===== config.mk =====
export PLATFORM = sky130hd
export DESIGN_NAME = spsi_top
export DESIGN_NICKNAME = d
export VERILOG_FILES = /design/src/common/spsi_pkg.sv /design/src/logic/spsi_link.sv /design/src/logic/spsi_top.sv
export SDC_FILE = /design/constraint.sdc
export NUM_CORES = 1
export LEC_CHECK = 0
export BUFFER_PORTS_ARGS = -buffer_cell sky130_fd_sc_hd__clkbuf_2
export CAP_MARGIN = 20
export CORE_UTILIZATION = 54
export CTS_CLUSTER_SIZE = 28
export DETAILED_ROUTE_END_ITERATION = 10
export PLACE_DENSITY = 0.77
export SYNTH_ARGS = -nofsm -noshare
export SYNTH_HDL_FRONTEND = slang
export SYNTH_SLANG_ARGS = --single-unit

===== constraint.sdc =====
create_clock -name CLK -period 8.8 [get_ports CLK]
set_clock_uncertainty 0.2 [all_clocks]
set_input_delay 0 -clock CLK [delete_from_list [all_inputs] [get_ports CLK]]
set_output_delay 0 -clock CLK [all_outputs]
set_load 0.005 [all_outputs]

===== src/common/spsi_pkg.sv =====
// Constants, types and register map of the safe position signal interface
package spsi_pkg;
  // Clock and time base
  localparam int CLK_KHZ = 50000;
  localparam int SKEW_MS = 750;
  localparam int LAG_MS = 650;
  localparam int SLS_SKEW_MS = 1000;
  localparam int RAMP_MS = 500;
  localparam int SKEW_CYC = SKEW_MS * CLK_KHZ;
  localparam int LAG_CYC = LAG_MS * CLK_KHZ;
  localparam int SLS_SKEW_CYC = SLS_SKEW_MS * CLK_KHZ;
  localparam int RAMP_CYC = RAMP_MS * CLK_KHZ;
  localparam int TMR_W = 32;
  // Serial position link
  localparam int POS_BITS_SHORT = 24;
  localparam int POS_BITS_LONG = 31;
  localparam int ERR_BITS = 1;
  localparam int FRAME_W = POS_BITS_LONG + ERR_BITS;
  localparam int LINK_MIN_KBAUD = 100;
  localparam int LINK_MAX_KBAUD = 400;
  localparam int SEC_LINK_KBAUD = 167;
  localparam int OWN_LINK_KBAUD = 250;
  localparam logic [15:0] HALF_DIV_RST = 16'(CLK_KHZ / (2 * OWN_LINK_KBAUD));
  localparam logic [15:0] SEC_HALF_DIV = 16'(CLK_KHZ / (2 * SEC_LINK_KBAUD));
  localparam int MONO_US = 20;
  localparam int MONO_CYC = MONO_US * CLK_KHZ / 1000;
  localparam int FRAME_INT_US = 1000;
  localparam int FRAME_INT_MAX_US = 8000;
  localparam int FRAME_CYC = FRAME_INT_US * CLK_KHZ / 1000;
  // Register byte offsets
  localparam logic [7:0] CTRL_OFS = 8'h00;
  localparam logic [7:0] DIV_OFS = 8'h04;
  localparam logic [7:0] STAT_OFS = 8'h08;
  localparam logic [7:0] POS_OFS = 8'h0c;
  // Control register layout, bit 4 down to bit 0
  typedef struct packed {
    logic brake_used;
    logic sls_enable;
    logic ramp_used;
    logic long_frame;
    logic link_master;
  } spsi_cfg_t;
  localparam logic [4:0] CFG_RST = 5'h1c;
  // Test signal pair codes {signal 1, signal 2}
  localparam logic [1:0] MOT_STILL = 2'h3;
  localparam logic [1:0] MOT_FWD = 2'h2;
  localparam logic [1:0] MOT_BACK = 2'h1;
  localparam logic [1:0] MOT_SAFE = 2'h0;
  // Supervisor states
  typedef enum logic [3:0] {
    ST_STOPPED = 4'h1,
    ST_READY = 4'h2,
    ST_RUN = 4'h4,
    ST_RAMP = 4'h8
  } spsi_state_t;
  // Status register layout, bit 11 down to bit 0
  typedef struct packed {
    logic [3:0] state;
    logic sls_active;
    logic [1:0] motion;
    logic f_sls;
    logic f_skew;
    logic f_safe_req;
    logic f_estop;
    logic latched;
  } spsi_status_t;
endpackage


===== src/logic/spsi_link.sv =====
// Serial position port: clock master or listener, 24+1 or 31+1 bit frames
`timescale 1ns/1ps
`default_nettype none
module spsi_link import spsi_pkg::*; #(
  parameter int FRAME_GAP = FRAME_CYC
) (
  input wire logic clk,
  input wire logic rst,
  input wire logic master,
  input wire logic long_frame,
  input wire logic [15:0] half_div,
  input wire logic [30:0] pos,
  input wire logic err,
  input wire logic link_clk,
  output logic clk_out,
  output logic clk_oe,
  output logic data_out
);
  generate
    if (FRAME_GAP < 1 || FRAME_GAP >= 2 ** 24) begin : g_bad
      $error("FRAME_GAP out of range");
    end
  endgenerate

  logic gen_clk, gen_run, sel_q, busy;
  logic [15:0] div;
  logic [23:0] gap;
  logic [15:0] mono;
  logic [5:0] cnt;
  logic [FRAME_W-1:0] shreg;
  logic sel, fall_ev, rise_ev;
  logic [5:0] nbits;

  // One edge detector serves both roles
  assign sel = master ? gen_clk : link_clk; // RL4
  assign fall_ev = sel_q & ~sel;
  assign rise_ev = ~sel_q & sel;
  assign nbits = long_frame ? 6'(POS_BITS_LONG + ERR_BITS) : 6'(POS_BITS_SHORT + ERR_BITS); // RL5 RL6
  assign clk_out = gen_clk;
  assign clk_oe = master; // RL4

  always_ff @(posedge clk or posedge rst) begin
    if (rst) sel_q <= 1'b1;
    else sel_q <= sel;
  end

  // Master clock generator; idles high, one frame per gap interval
  always_ff @(posedge clk or posedge rst) begin
    if (rst) begin
      gen_clk <= 1'b1;
      gen_run <= 1'b0;
      div <= 16'h0000;
      gap <= 24'h000000;
    end else if (!master) begin
      gen_clk <= 1'b1;
      gen_run <= 1'b0;
      gap <= 24'h000000;
    end else if (!gen_run) begin
      gen_clk <= 1'b1;
      div <= 16'h0000;
      if (busy) gap <= 24'h000000;
      else if (gap == 24'(FRAME_GAP - 1)) begin
        gap <= 24'h000000;
        gen_run <= 1'b1;
        gen_clk <= 1'b0;
      end else gap <= gap + 24'h000001;
    end else if (div >= half_div - 16'h0001) begin
      div <= 16'h0000;
      // Stop high after the last bit so the monoflop can end the frame
      if (gen_clk && cnt == nbits) gen_run <= 1'b0;
      else gen_clk <= ~gen_clk;
    end else div <= div + 16'h0001;
  end

  // Shifter: latch on first falling edge, present MSB first on rises
  always_ff @(posedge clk or posedge rst) begin
    if (rst) begin
      busy <= 1'b0;
      cnt <= 6'h00;
      shreg <= '0;
      data_out <= 1'b1;
      mono <= 16'h0000;
    end else if (!busy) begin
      mono <= 16'h0000;
      data_out <= 1'b1;
      if (fall_ev) begin
        busy <= 1'b1;
        cnt <= 6'h00;
        data_out <= 1'b0;
        shreg <= long_frame ? {pos, err} : {pos[POS_BITS_SHORT-1:0], err, 7'h00}; // RL5 RL6
      end
    end else begin
      if (fall_ev || rise_ev) mono <= 16'h0000;
      else mono <= mono + 16'h0001;
      if (rise_ev && cnt < nbits) begin
        data_out <= shreg[FRAME_W-1];
        shreg <= {shreg[FRAME_W-2:0], 1'b0};
        cnt <= cnt + 6'h01;
      end
      // A stalled clock ends the frame, complete or not
      if (mono == 16'(MONO_CYC - 1)) begin
        busy <= 1'b0;
        data_out <= 1'b1;
      end
    end
  end

  chk_listener_no_drive: assert property (@(posedge clk) disable iff (rst)
    !master |-> !clk_oe && clk_out) else $error("listener drives link clock"); // RL4
  chk_frame_bit_count: assert property (@(posedge clk) disable iff (rst)
    cnt <= nbits) else $error("frame longer than configured"); // RL5 RL6
endmodule // spsi_link
`default_nettype wire


===== src/logic/spsi_top.sv =====
// Safe position signal interface: plausibility, stop latching, serial port
//
// Our own choices: register access over AHB-Lite and the register addresses.
`timescale 1ns/1ps
`default_nettype none
// Operation
// [RL1] Controller requests safe state by dropping both test signals.
// [RL2] Test signals must match sensed motion within 0.75 s.
// [RL3] Test signals may lag up to 650 ms; tolerated without fault.
// [RL4] Serial port acts as listener or clock master, software selected.
// [RL5] Short variant frame: 24 binary position bits then one error bit.
// [RL6] Long variant frame: 31 binary position bits then one error bit.
// [RL7] A master controller clocks frames at 100 to 400 kBaud.
// [RL8] A master controller starts frames every 0 to 8 ms.
// [RL9] Our link rate differs from the 167 kBaud secondary link.
// [RL10] Stop ramp request output is low while a stop is requested.
// [RL11] Unused ramp output means torque is cut at once, no ramp.
// [RL12] Torque cutoff outputs are high in run, low to remove torque.
// [RL13] Both channels of dual outputs switch together at equal levels.
// [RL14] Brake outputs high release the brake, low engage it.
// [RL15] Speed limit source holds both channels high, both low requests.
// [RL16] Speed limit channels change together within 1 s.
// [RL17] Without a speed limit source the function is disabled.
// [RL18] A commanded stop stays latched until a manual reset.
// [RL19] Reset is recognised on the reset input's falling edge.
// [RL20] Reset is accepted only while no protective fault is present.
// [RL21] Reset causes no motion; start accepted only after a reset.
// [RL22] Dual-channel emergency stop input causes a latched stop.
// [RL23] Pair codes: both still, 1 forward, 2 backward, none safe.
// [RL24] Both test signals inactive forces the safe state.
// [RL25] Direction versus sensed motion disagreeing past skew forces stop.
// [RL26] Speed limit channels disagreeing past skew flags fault and stops.
module spsi_top import spsi_pkg::*; #(
  parameter int SKEW_LIMIT = SKEW_CYC,
  parameter int SLS_LIMIT = SLS_SKEW_CYC,
  parameter int RAMP_LIMIT = RAMP_CYC,
  parameter int FRAME_GAP = FRAME_CYC
) (
  input wire logic CLK,
  input wire logic SYS_RST,
  input wire logic HSEL,
  input wire logic [31:0] HADDR,
  input wire logic [1:0] HTRANS,
  input wire logic HWRITE,
  input wire logic [2:0] HSIZE,
  input wire logic [31:0] HWDATA,
  input wire logic HREADY,
  output logic [31:0] HRDATA,
  output logic HREADYOUT,
  output logic HRESP,
  input wire logic TEST_SIG1,
  input wire logic TEST_SIG2,
  input wire logic [1:0] LIMITED_SPEED_REQUEST_N,
  input wire logic [1:0] EMERGENCY_STOP_BUTTON,
  input wire logic RESET_BUTTON,
  input wire logic START_BUTTON,
  input wire logic [30:0] PRIMARY_POSITION,
  input wire logic PRIMARY_POSITION_ERR,
  input wire logic PRIMARY_POSITION_VALID,
  input wire logic LINK_CLK_IN,
  output logic LINK_CLK_OUT,
  output logic LINK_CLK_OE,
  output logic LINK_DATA_OUT,
  output logic STOP_RAMP_REQUEST_OUT,
  output logic [1:0] TORQUE_CUTOFF_OUT,
  output logic [1:0] BRAKE_HOLD_OUT,
  output logic LIMITED_SPEED_ACTIVE
);
  localparam int NPIN = 9;

  generate
    if (SKEW_LIMIT < 1 || SLS_LIMIT < 1 || RAMP_LIMIT < 1) begin : g_bad_time
      $error("time limits must be at least one cycle");
    end
    if (LAG_MS > SKEW_MS) begin : g_bad_lag
      $error("tolerated lag exceeds plausibility skew");
    end
    if (HALF_DIV_RST == SEC_HALF_DIV) begin : g_bad_rate
      $error("link rate must differ from the secondary link");
    end
  endgenerate

  // Pin synchronisers, two flops per pin
  logic [NPIN-1:0] pin_raw, pin_s1, pin_s2;
  assign pin_raw = {LINK_CLK_IN, START_BUTTON, RESET_BUTTON, EMERGENCY_STOP_BUTTON,
                    LIMITED_SPEED_REQUEST_N, TEST_SIG2, TEST_SIG1};
  genvar gi;
  generate
    for (gi = 0; gi < NPIN; gi++) begin : g_sync
      always_ff @(posedge CLK or posedge SYS_RST) begin
        // The link clock pin resets to its idle high level so no false frame follows reset
        if (SYS_RST) begin
          pin_s1[gi] <= 1'(gi == NPIN - 1);
          pin_s2[gi] <= 1'(gi == NPIN - 1);
        end else begin
          pin_s1[gi] <= pin_raw[gi];
          pin_s2[gi] <= pin_s1[gi];
        end
      end
    end
  endgenerate

  logic [1:0] test_pair, sls_n, estop;
  logic rst_btn, start_btn, link_clk;
  assign test_pair = {pin_s2[0], pin_s2[1]};
  assign sls_n = pin_s2[3:2];
  assign estop = pin_s2[5:4];
  assign rst_btn = pin_s2[6];
  assign start_btn = pin_s2[7];
  assign link_clk = pin_s2[8];

  // Register file
  spsi_cfg_t cfg;
  logic [15:0] half_div;
  logic [30:0] last_pos;
  spsi_status_t status;
  logic ph_valid, ph_write;
  logic [7:0] ph_addr;

  // AHB-Lite slave: zero wait states, always OKAY
  assign HREADYOUT = 1'b1;
  assign HRESP = 1'b0;

  // Address phase capture
  always_ff @(posedge CLK or posedge SYS_RST) begin
    if (SYS_RST) begin
      ph_valid <= 1'b0;
      ph_write <= 1'b0;
      ph_addr <= 8'h00;
    end else if (HREADY) begin
      ph_valid <= HSEL && HTRANS[1];
      ph_write <= HWRITE;
      ph_addr <= HADDR[7:0];
    end
  end

  // Writes land in the data phase
  always_ff @(posedge CLK or posedge SYS_RST) begin
    if (SYS_RST) begin
      cfg <= spsi_cfg_t'(CFG_RST);
      half_div <= HALF_DIV_RST;
    end else if (ph_valid && ph_write) begin
      if (ph_addr == CTRL_OFS) cfg <= spsi_cfg_t'(HWDATA[4:0]); // RL4 RL11 RL17
      // A zero divider would stall the master clock; keep the old one
      if (ph_addr == DIV_OFS && HWDATA[15:0] != 16'h0000) half_div <= HWDATA[15:0]; // RL9
    end
  end

  // Read data registered from the address phase; unmapped reads zero
  always_ff @(posedge CLK or posedge SYS_RST) begin
    if (SYS_RST) HRDATA <= 32'h00000000;
    else if (HREADY && HSEL && HTRANS[1] && !HWRITE) begin
      case (HADDR[7:0])
        CTRL_OFS: HRDATA <= {27'h0000000, cfg};
        DIV_OFS: HRDATA <= {16'h0000, half_div};
        STAT_OFS: HRDATA <= {20'h00000, status};
        POS_OFS: HRDATA <= {1'b0, last_pos};
        default: HRDATA <= 32'h00000000;
      endcase
    end
  end

  // Motion seen by the sensor, updated on each position sample
  logic [1:0] motion;
  always_ff @(posedge CLK or posedge SYS_RST) begin
    if (SYS_RST) begin
      last_pos <= 31'h00000000;
      motion <= MOT_STILL;
    end else if (PRIMARY_POSITION_VALID) begin
      last_pos <= PRIMARY_POSITION;
      if (PRIMARY_POSITION > last_pos) motion <= MOT_FWD; // RL23
      else if (PRIMARY_POSITION < last_pos) motion <= MOT_BACK;
      else motion <= MOT_STILL;
    end
  end

  // Plausibility timer; the 650 ms lag sits inside the skew window
  logic mismatch, skew_hit;
  logic [TMR_W-1:0] skew_cnt;
  assign mismatch = test_pair != MOT_SAFE && test_pair != motion; // RL2 RL3
  assign skew_hit = mismatch && skew_cnt == TMR_W'(SKEW_LIMIT - 1); // RL25
  always_ff @(posedge CLK or posedge SYS_RST) begin
    if (SYS_RST) skew_cnt <= '0;
    else if (!mismatch) skew_cnt <= '0;
    else if (!skew_hit) skew_cnt <= skew_cnt + TMR_W'(1);
  end

  // Speed limit channel discrepancy timer, idle when no source is fitted
  logic sls_diff, sls_hit;
  logic [TMR_W-1:0] sls_cnt;
  assign sls_diff = cfg.sls_enable && sls_n[0] != sls_n[1]; // RL17
  assign sls_hit = sls_diff && sls_cnt == TMR_W'(SLS_LIMIT - 1); // RL16 RL26
  always_ff @(posedge CLK or posedge SYS_RST) begin
    if (SYS_RST) sls_cnt <= '0;
    else if (!sls_diff) sls_cnt <= '0;
    else if (!sls_hit) sls_cnt <= sls_cnt + TMR_W'(1);
  end

  // Limited speed only when both channels agree low
  always_ff @(posedge CLK or posedge SYS_RST) begin
    if (SYS_RST) LIMITED_SPEED_ACTIVE <= 1'b0;
    else LIMITED_SPEED_ACTIVE <= cfg.sls_enable && sls_n == 2'b00; // RL15 RL17
  end

  // Sticky fault flags; a new fault beats a reset in the same cycle
  logic f_estop, f_safe, f_skew, f_sls, fault_now, rst_fall, rst_q, start_q, start_rise;
  logic fault_clr;
  assign fault_now = estop != 2'b11 || test_pair == MOT_SAFE || skew_hit || sls_hit;
  assign rst_fall = rst_q && !rst_btn; // RL19
  assign start_rise = !start_q && start_btn;
  always_ff @(posedge CLK or posedge SYS_RST) begin
    if (SYS_RST) begin
      rst_q <= 1'b0;
      start_q <= 1'b0;
    end else begin
      rst_q <= rst_btn;
      start_q <= start_btn;
    end
  end

  spsi_state_t state, next_state;
  assign fault_clr = rst_fall && !fault_now; // RL20
  always_ff @(posedge CLK or posedge SYS_RST) begin
    if (SYS_RST) begin
      f_estop <= 1'b0;
      f_safe <= 1'b0;
      f_skew <= 1'b0;
      f_sls <= 1'b0;
    end else begin
      f_estop <= (estop != 2'b11) || (f_estop && !fault_clr); // RL22
      f_safe <= (test_pair == MOT_SAFE) || (f_safe && !fault_clr); // RL1 RL24
      f_skew <= skew_hit || (f_skew && !fault_clr); // RL25
      f_sls <= sls_hit || (f_sls && !fault_clr); // RL26
    end
  end

  // Stop ramp timer, runs only in the ramp state
  logic [TMR_W-1:0] ramp_cnt;
  logic ramp_done;
  assign ramp_done = ramp_cnt == TMR_W'(RAMP_LIMIT - 1);
  always_ff @(posedge CLK or posedge SYS_RST) begin
    if (SYS_RST) ramp_cnt <= '0;
    else if (state != ST_RAMP) ramp_cnt <= '0;
    else if (!ramp_done) ramp_cnt <= ramp_cnt + TMR_W'(1);
  end

  // Supervisor: power-up is a latched stop awaiting reset
  always_comb begin
    next_state = state;
    case (state)
      ST_RUN: begin
        if (fault_now) next_state = cfg.ramp_used ? ST_RAMP : ST_STOPPED; // RL11
      end
      ST_RAMP: begin
        if (ramp_done) next_state = ST_STOPPED;
      end
      ST_STOPPED: begin
        if (fault_clr) next_state = ST_READY; // RL18 RL19 RL20
      end
      ST_READY: begin
        if (fault_now) next_state = ST_STOPPED;
        else if (start_rise) next_state = ST_RUN; // RL21
      end
      default: next_state = ST_STOPPED;
    endcase
  end

  always_ff @(posedge CLK or posedge SYS_RST) begin
    if (SYS_RST) state <= ST_STOPPED;
    else state <= next_state;
  end

  // Outputs follow state; each pair is driven from one term
  always_comb begin
    STOP_RAMP_REQUEST_OUT = state == ST_RUN; // RL10
    TORQUE_CUTOFF_OUT = {2{state == ST_RUN || state == ST_RAMP}}; // RL12 RL13
    BRAKE_HOLD_OUT = {2{cfg.brake_used && state == ST_RUN}}; // RL13 RL14
  end

  assign status = '{state: state, sls_active: LIMITED_SPEED_ACTIVE, motion: motion,
                    f_sls: f_sls, f_skew: f_skew, f_safe_req: f_safe, f_estop: f_estop,
                    latched: state == ST_STOPPED || state == ST_RAMP};

  // Position port toward the process controller
  spsi_link #(.FRAME_GAP(FRAME_GAP)) u_link (
    .clk(CLK),
    .rst(SYS_RST),
    .master(cfg.link_master),
    .long_frame(cfg.long_frame),
    .half_div(half_div),
    .pos(last_pos),
    .err(PRIMARY_POSITION_ERR),
    .link_clk(link_clk),
    .clk_out(LINK_CLK_OUT),
    .clk_oe(LINK_CLK_OE),
    .data_out(LINK_DATA_OUT)
  );

  chk_safe_request_stop: assert property (@(posedge CLK) disable iff (SYS_RST)
    test_pair == MOT_SAFE && state == ST_RUN |=> state != ST_RUN) else $error("safe request ignored"); // RL24
  chk_torque_pair_equal: assert property (@(posedge CLK) disable iff (SYS_RST)
    TORQUE_CUTOFF_OUT[0] == TORQUE_CUTOFF_OUT[1]) else $error("torque channels differ"); // RL13
  chk_brake_run_only: assert property (@(posedge CLK) disable iff (SYS_RST)
    BRAKE_HOLD_OUT != 2'b00 |-> BRAKE_HOLD_OUT == 2'b11 && state == ST_RUN) else $error("brake released"); // RL14
  chk_stop_latch_hold: assert property (@(posedge CLK) disable iff (SYS_RST)
    state == ST_STOPPED && !rst_fall |=> state == ST_STOPPED) else $error("stop left without reset"); // RL18
  chk_reset_needs_ok: assert property (@(posedge CLK) disable iff (SYS_RST)
    state == ST_STOPPED && fault_now |=> state == ST_STOPPED) else $error("reset with fault"); // RL20
  chk_start_after_reset: assert property (@(posedge CLK) disable iff (SYS_RST)
    $rose(state == ST_RUN) |-> $past(state) == ST_READY && $past(start_rise)) else $error("bad start"); // RL21
  chk_estop_stop: assert property (@(posedge CLK) disable iff (SYS_RST)
    estop != 2'b11 |=> f_estop ##1 state != ST_RUN) else $error("estop not latched"); // RL22
  chk_skew_fault: assert property (@(posedge CLK) disable iff (SYS_RST)
    skew_hit |=> f_skew && (state == ST_STOPPED || state == ST_RAMP)) else $error("skew fault missing"); // RL25
  chk_sls_fault: assert property (@(posedge CLK) disable iff (SYS_RST)
    sls_hit |=> f_sls) else $error("speed limit discrepancy missed"); // RL26
  chk_no_ramp_cut: assert property (@(posedge CLK) disable iff (SYS_RST)
    state == ST_RUN && fault_now && !cfg.ramp_used |=> TORQUE_CUTOFF_OUT == 2'b00) else $error("torque kept"); // RL11
  chk_stop_request_low: assert property (@(posedge CLK) disable iff (SYS_RST)
    state != ST_RUN |-> !STOP_RAMP_REQUEST_OUT) else $error("stop request high"); // RL10
  chk_sls_disabled: assert property (@(posedge CLK) disable iff (SYS_RST)
    !cfg.sls_enable |=> !LIMITED_SPEED_ACTIVE) else $error("disabled speed limit active"); // RL17
endmodule // spsi_top
`default_nettype wire


==> impl_metrics.ini, run 1 <==
[detailed_routing]
via_per_inst = 5.84
initialDrtViolationCount = 1327
dr.pass1.iters = 6
routed_wl_mm = 42.6
vias = 13600
wl_per_cell_um = 18.3
drc = 0
ant_nets = 0

[worst_setup_path]
end_kind = flop
worst-path-max-fanout = 19
start_kind = flop
crit_arrival_ns = 4.31
path_class = flop to flop
worst_ep_required_time_ns = 8.99

[timing]
worst_pin_slew_ns = 1.14
final_max_slew_viol_count = 0
slew_headroom = 0.242
fin_crit_sh = 0.468
max_freq_mhz = 243
grt_setup_unrepaired = false
setup_viol = 0
tns_ns = 0
hold_viol = 0
period_needed_ns = 4.12

[global_routing]
gr-usage-all-layers = 0.283
grt_max_degree = 199
grt_pass1_vias = 13800
grt_first_pass_wirelength_mm = 69.8
gr-total-overflow = 0
antenna_found_initial = 1

[logic_synthesis]
synth_edf_count = 0
ys_seq_area_frac = 0.495
yosysUniqueCellTypes = 72
netlist_area_um2 = 16200
syn_avg_cell_area_um2 = 9.71
ys_seq_elements = 319
async_flop_share = 1.00
synthFlopType = dfrtp_1
syn_inst = 1665
ys_warn_count = 0

[clock_tree]
clk_latency_ns = 0.53
clkSinkCount = 319
h-tree-depth = 2
cts_root_buf = clkbuf_16
clk_pin_slew_worst_paths_ns = 0.06
clock_path_buffers = 3
cts_tree = done
cts_buffers = 35

[cells_and_area]
final_common_cell = dfrtp_1
area_growth_pct = 22.5
final_cell_mix = dfrtp_1 (304), nor2_1 (192), nand2_1 (180), dlygate4sd3_1 (152), o21ai_0 (135)
stdcell_count = 2329
final_layout_size_suffix_gt1_frac = 0.136
final_nets = 2095

[power]
combPwrFrac = 0.134
switching_share = 0.271
p_switching_uw = 984
p_leak_uw = 0.00905
p_int_uw = 2650
seqPwrFrac = 0.462
clkPwrFrac = 0.404
p_per_area_nw_per_um2 = 184
peakVddDrop_mv = 0.189

[die]
coreArea_um2 = 29100
die_h_um = 175
die_area_um2 = 30600
die_width_um = 175
ios = 159
initial_core_util = 0.556
placementRows = 62

[place]
dp.cells = 2108
io_buffers = 111
gp_routability_congestion = 0.859
hpwl_mm = 25.7

[run]
max_cap_violations = 0

[min_path]
holdCritPathClass = input pin to async pin

[outcome]
status = finished, final reports clean
[critical path: stages, from the launching register on]
cell      delay (ns)
dfrtp_1         0.40
nor3_1          0.30
nor3b_1         0.35
nand2_1         0.14
nor3_1          0.27
nand2b_1        0.16
nor4_1          0.26
xnor2_1         0.13
ha_1            0.31
nand2_1         0.05
nor2_1          0.16
nor4b_1         0.45
nor3b_2         0.16
buf_6           0.19
nor3b_1         0.14
a311o_1         0.31
[power by group through the flow]
stage	logic, uW	registers (uW)	clock network (uW)
2_1_floorplan	294	1660	0
3_3_place_gp	370	1690	0
3_5_place_dp	389	1690	0
4_1_cts	456	1670	1490
5_1_grt	543	1690	1540
6_report	488	1680	1470
[cells in the mapped netlist, drive strengths merged (7+ instances only)]
master    n  area, um^2
a21o     18         136
a21oi    71         355
a22o     17         149
a22oi     8        60.1
a31oi    11        68.8
and2     13        81.3
and3     26         164
and4      9        78.8
buf      11        68.8
clkbuf   53         199
dfrtp   305        7630
dfstp    14         368
ha       62         776
inv      64         240
mux2     35         394
mux2i    39         390
nand2   180         676
nand2b   16         100
nand3    60         310
nand4    47         300
nor2    194         731
nor2b    14        87.6
nor3     25         125
nor3b     7        52.6
nor4     24         216
nor4b    10        87.6
o21ai   136         684
or3      14        87.6
or4       7        56.3
xnor2    48         420
xor2     71         622
[per-stage QoR]
step           utilization  instance area, um^2  hold WS (ns)  total power (uW)  setup WS (ns)
6_report             0.681                19800        0.0287              3630           4.68
3_3_place_gp         0.586                17000        -0.112              2060           4.48
4_1_cts              0.678                19700        0.0529              3610           4.23
5_1_grt              0.681                19800         0.113              3770           4.34
3_5_place_dp         0.586                17100        -0.111              2080           4.27
2_1_floorplan            -                16200        -0.196              1960           4.36
[cells by family (layout without fill, tap and decap cells)]
| family | Yosys count | in the layout | share of synthesized area |
|---|---|---|---|
| simple gates | 662 | 662 | 0.203 |
| flops | 319 | 319 | 0.495 |
| compound gates | 298 | 298 | 0.109 |
| buf+inv | 129 | 407 | 0.0320 |
| xor+xnor | 119 | 119 | 0.0645 |
| mux | 74 | 74 | 0.0485 |
| fa+ha+maj | 62 | 62 | 0.0480 |
| other cells | 2 | 4 | 0.000464 |
[layout make-up]
cell class	instances	area, um^2
diodes	1	2.50
clock buffers	45	975
clock inverters	19	183
fillers	2135	9290
inverters	64	244
multi-input cells	1218	7670
flip-flops and latches	319	8000
well taps	384	480
repair buffers	279	2240
[state kept, by name (all words and copies together) (netlist names), 9 cells and up]
signal        flops
ramp_cnt         32
skew_cnt         32
sls_cnt          32
u_link.shreg     32
HRDATA           31
last_pos         31
u_link.gap       24
half_div         16
u_link.div       16
u_link.mono      16
pin_s1            9
[metal layers]
| layer | track usage | vias to the layer above | part of all wire |
|---|---|---|---|
| li1 | - | 6318 | - |
| met1 | 0.370 | 6646 | 0.42 |
| met5 | 0 | - | 0 |
| met2 | 0.466 | 485 | 0.48 |
| met4 | 0.121 | 0 | 0.043 |
| met3 | 0.0481 | 143 | 0.066 |
[what timing repair did]
item,in CTS,in global routing
setup buffers,0,0
endpoints found under the hold margin,130,0
hold buffers,152,0
resized for setup,0,0
[worst paths after layout]
path | start | endpoint | slack [ns] | cells past startpoint
max | half_div[0] | u_link.div[11] | 4.68 | 15
min | SYS_RST | u_link.gap[20] | 0.03 | 3
max reg2reg | half_div[0] | u_link.div[11] | 4.68 | 15
min reg2reg | pin_s1[3] | pin_s2[3] | 0.16 | 0
max in group asynchronous | SYS_RST | last_pos[18] | 6.81 | 4
min in group CLK | HWDATA[5] | half_div[5] | 0.12 | 3
Note: power is estimated with default switching activity, not from simulation.
==> run 2, diff against run 1 <==
--- a/config.mk
+++ b/config.mk
@@ -7,10 +7,10 @@
 export LEC_CHECK = 0
 export BUFFER_PORTS_ARGS = -buffer_cell sky130_fd_sc_hd__clkbuf_2
 export CAP_MARGIN = 20
-export CORE_UTILIZATION = 54
+export CORE_UTILIZATION = 60
 export CTS_CLUSTER_SIZE = 28
 export DETAILED_ROUTE_END_ITERATION = 10
-export PLACE_DENSITY = 0.77
+export PLACE_DENSITY = 0.81
 export SYNTH_ARGS = -nofsm -noshare
 export SYNTH_HDL_FRONTEND = slang
 export SYNTH_SLANG_ARGS = --single-unit
==> constraint.sdc (replaced) <==
create_clock -name CLK -period 3.8 [get_ports CLK]
set_clock_uncertainty 0.2 [all_clocks]
set_input_delay 0 -clock CLK [delete_from_list [all_inputs] [get_ports CLK]]
set_output_delay 0 -clock CLK [all_outputs]
set_load 0.005 [all_outputs]
==> run 2 against run 1 <==
- the flow now finishes with violations (design-rule violations, negative hold slack)
- critical path depth grew 1
- sequential power grew 130%
- via count grew 2.0%
- global-route usage grew 3.5 points
- total power grew 140%
- sequential share of layout area shrank 0.17 points
- combinational power grew 130%
- core utilization grew 7.6 points
- fmax grew 13%
- setup slack lost 4.5 ns
- die area shrank 9.9%
==> impl_metrics.ini, run 2 (synthesis results as in run 1) <==
[outcome]
status = complete, but fails checks
violations = design-rule violations, negative hold slack

[worst_setup_path]
start_kind = flop
worst-path-max-fanout = 4
crit_start = half_div[0]
worst_ep_required_time_ns = 4.01
end_kind = flop
path_class = flop to flop
reg2reg_from = half_div[0]
crit_arrival_ns = 3.87

[place]
gp_routability_congestion = 0.887
dp_slack_ns = -0.187
dp.cells = 2065
io_buffers = 111
hpwl_mm = 26.2

[cells_and_area]
stdcell_count = 2284
final_layout_size_suffix_gt1_frac = 0.142
area_growth_pct = 23.0
final_common_cell = dfrtp_1
final_nets = 2100
final_cell_mix = dfrtp_1 (304), nor2_1 (191), nand2_1 (180), dlygate4sd3_1 (151), o21ai_0 (134)
antennaDiodeCount = 0

[detailed_routing]
dr.pass1.iters = 10
wl_per_cell_um = 19.0
dr_wl_met3_mm = 2.76
vias = 13900
via_per_inst = 6.07
drc = 4
topRoutingLayerUsed = met4
initialDrtViolationCount = 1270
ant_nets = 0
wl_met2_mm = 21.0
routed_wl_mm = 43.5
wirelength_met1_mm = 17.6

[global_routing]
gr-total-overflow = 0
grt_max_degree = 82
gr-usage-all-layers = 0.318
antenna_found_initial = 0
grt_first_pass_wirelength_mm = 70.4
grt_pass1_vias = 14000

[clock_tree]
clock_path_buffers = 3
h-tree-depth = 2
cts_root_buf = clkbuf_16
clk_latency_ns = 0.52
clkSinkCount = 319
cts_tree = done
clk_pin_slew_worst_paths_ns = 0.06
cts_buffers = 36

[die]
die_h_um = 166
die_area_um2 = 27600
coreArea_um2 = 26300
ios = 159
initial_core_util = 0.615
die_width_um = 166
placementRows = 59

[run]
max_cap_violations = 0

[timing]
hold_slack_ns = -0.0272
tns_ns = 0
slew_headroom = 0.313
worst_slack_ns = 0.140
hold_viol = 34
final_max_slew_viol_count = 0
setup_viol = 0
fin_crit_sh = 0.963
max_freq_mhz = 273
period_needed_ns = 3.66
worst_pin_slew_ns = 1.02

[min_path]
holdCritPathClass = input pin to async pin

[power]
p_per_area_nw_per_um2 = 431
p_leak_uw = 0.00911
peakVddDrop_mv = 0.459
[run 2: cell count changes in the layout (fill, tap and decap cells not counted), sizes merged]
cell / delta
bufinv: +1
buf: +6
clkinv: -7
clkbuf: +3
dlygate4sd3: -1
clkinvlp: +1
diode: -1
inv: +2
[run 2: metrics by stage]
step / util / instance area [um^2] / total power (uW) / hold slack [ns]
2_1_floorplan: - / 16200 / 4530 / -0.196
3_3_place_gp: 0.649 / 17100 / 4770 / -0.109
3_5_place_dp: 0.649 / 17100 / 4830 / -0.111
4_1_cts: 0.753 / 19800 / 8470 / 0.0900
5_1_grt: 0.757 / 19900 / 8890 / 0.0270
6_report: 0.757 / 19900 / 8560 / -0.0272
[run 2: repair_timing]
action,in CTS,in global routing
resized for setup,4,10
endpoints found under the hold margin,128,0
setup buffers,0,1
hold buffers,151,0
setup endpoints to repair,15,18
[run 2: final timing paths]
| check | depth (start not counted) | slack [ns] | endpoint |
|---|---|---|---|
| min in group CLK | 4 | 0.12 | u_link.shreg[0] |
| max in group asynchronous | 5 | 2.74 | HRDATA[17] |
| worst max register to register | 16 | 0.14 | u_link.div[11] |
| worst min register to register | 0 | 0.14 | pin_s2[3] |
| worst max-delay path | 16 | 0.14 | u_link.div[11] |
| worst min-delay path | 4 | -0.03 | half_div[0] |
[run 2: worst max-delay path: stages (launching register included)]
cell and delay [ns]:
dfrtp_1 0.42, inv_1 0.09, ha_1 0.19, nand2_1 0.13, nor3_4 0.17, nand2b_1 0.12
or4_4 0.47, nor2_1 0.18, xnor2_1 0.09, ha_1 0.28, nand2_1 0.07, nor2_2 0.15
nor4b_4 0.29, nor3b_4 0.09, buf_4 0.16, nor3b_1 0.13, a311o_1 0.32
[run 2: where the power goes]
part	internal (uW)	switching [uW]	leakage, uW
Combinational	508	637	0.00430
Sequential	3670	222	0.00424
Clock	2090	1440	0.000576
[run 2: per-layer routing]
metal | vias to the layer above | global-route usage
li1 | 6319 | -
met1 | 6798 | 0.403
met2 | 574 | 0.533
met3 | 171 | 0.0508
met4 | 0 | 0.154
met5 | - | 0
[run 2: area by class of cell]
| cell class | instances | area, um^2 |
|---|---|---|
| Tap cell | 335 | 419 |
| Timing Repair Buffer | 283 | 2290 |
| Sequential cell | 319 | 8000 |
| Inverter | 64 | 244 |
| Fill cell | 1621 | 6400 |
| Clock inverter | 16 | 179 |
| Multi-Input combinational cell | 1218 | 7740 |
| Clock buffer | 49 | 1010 |
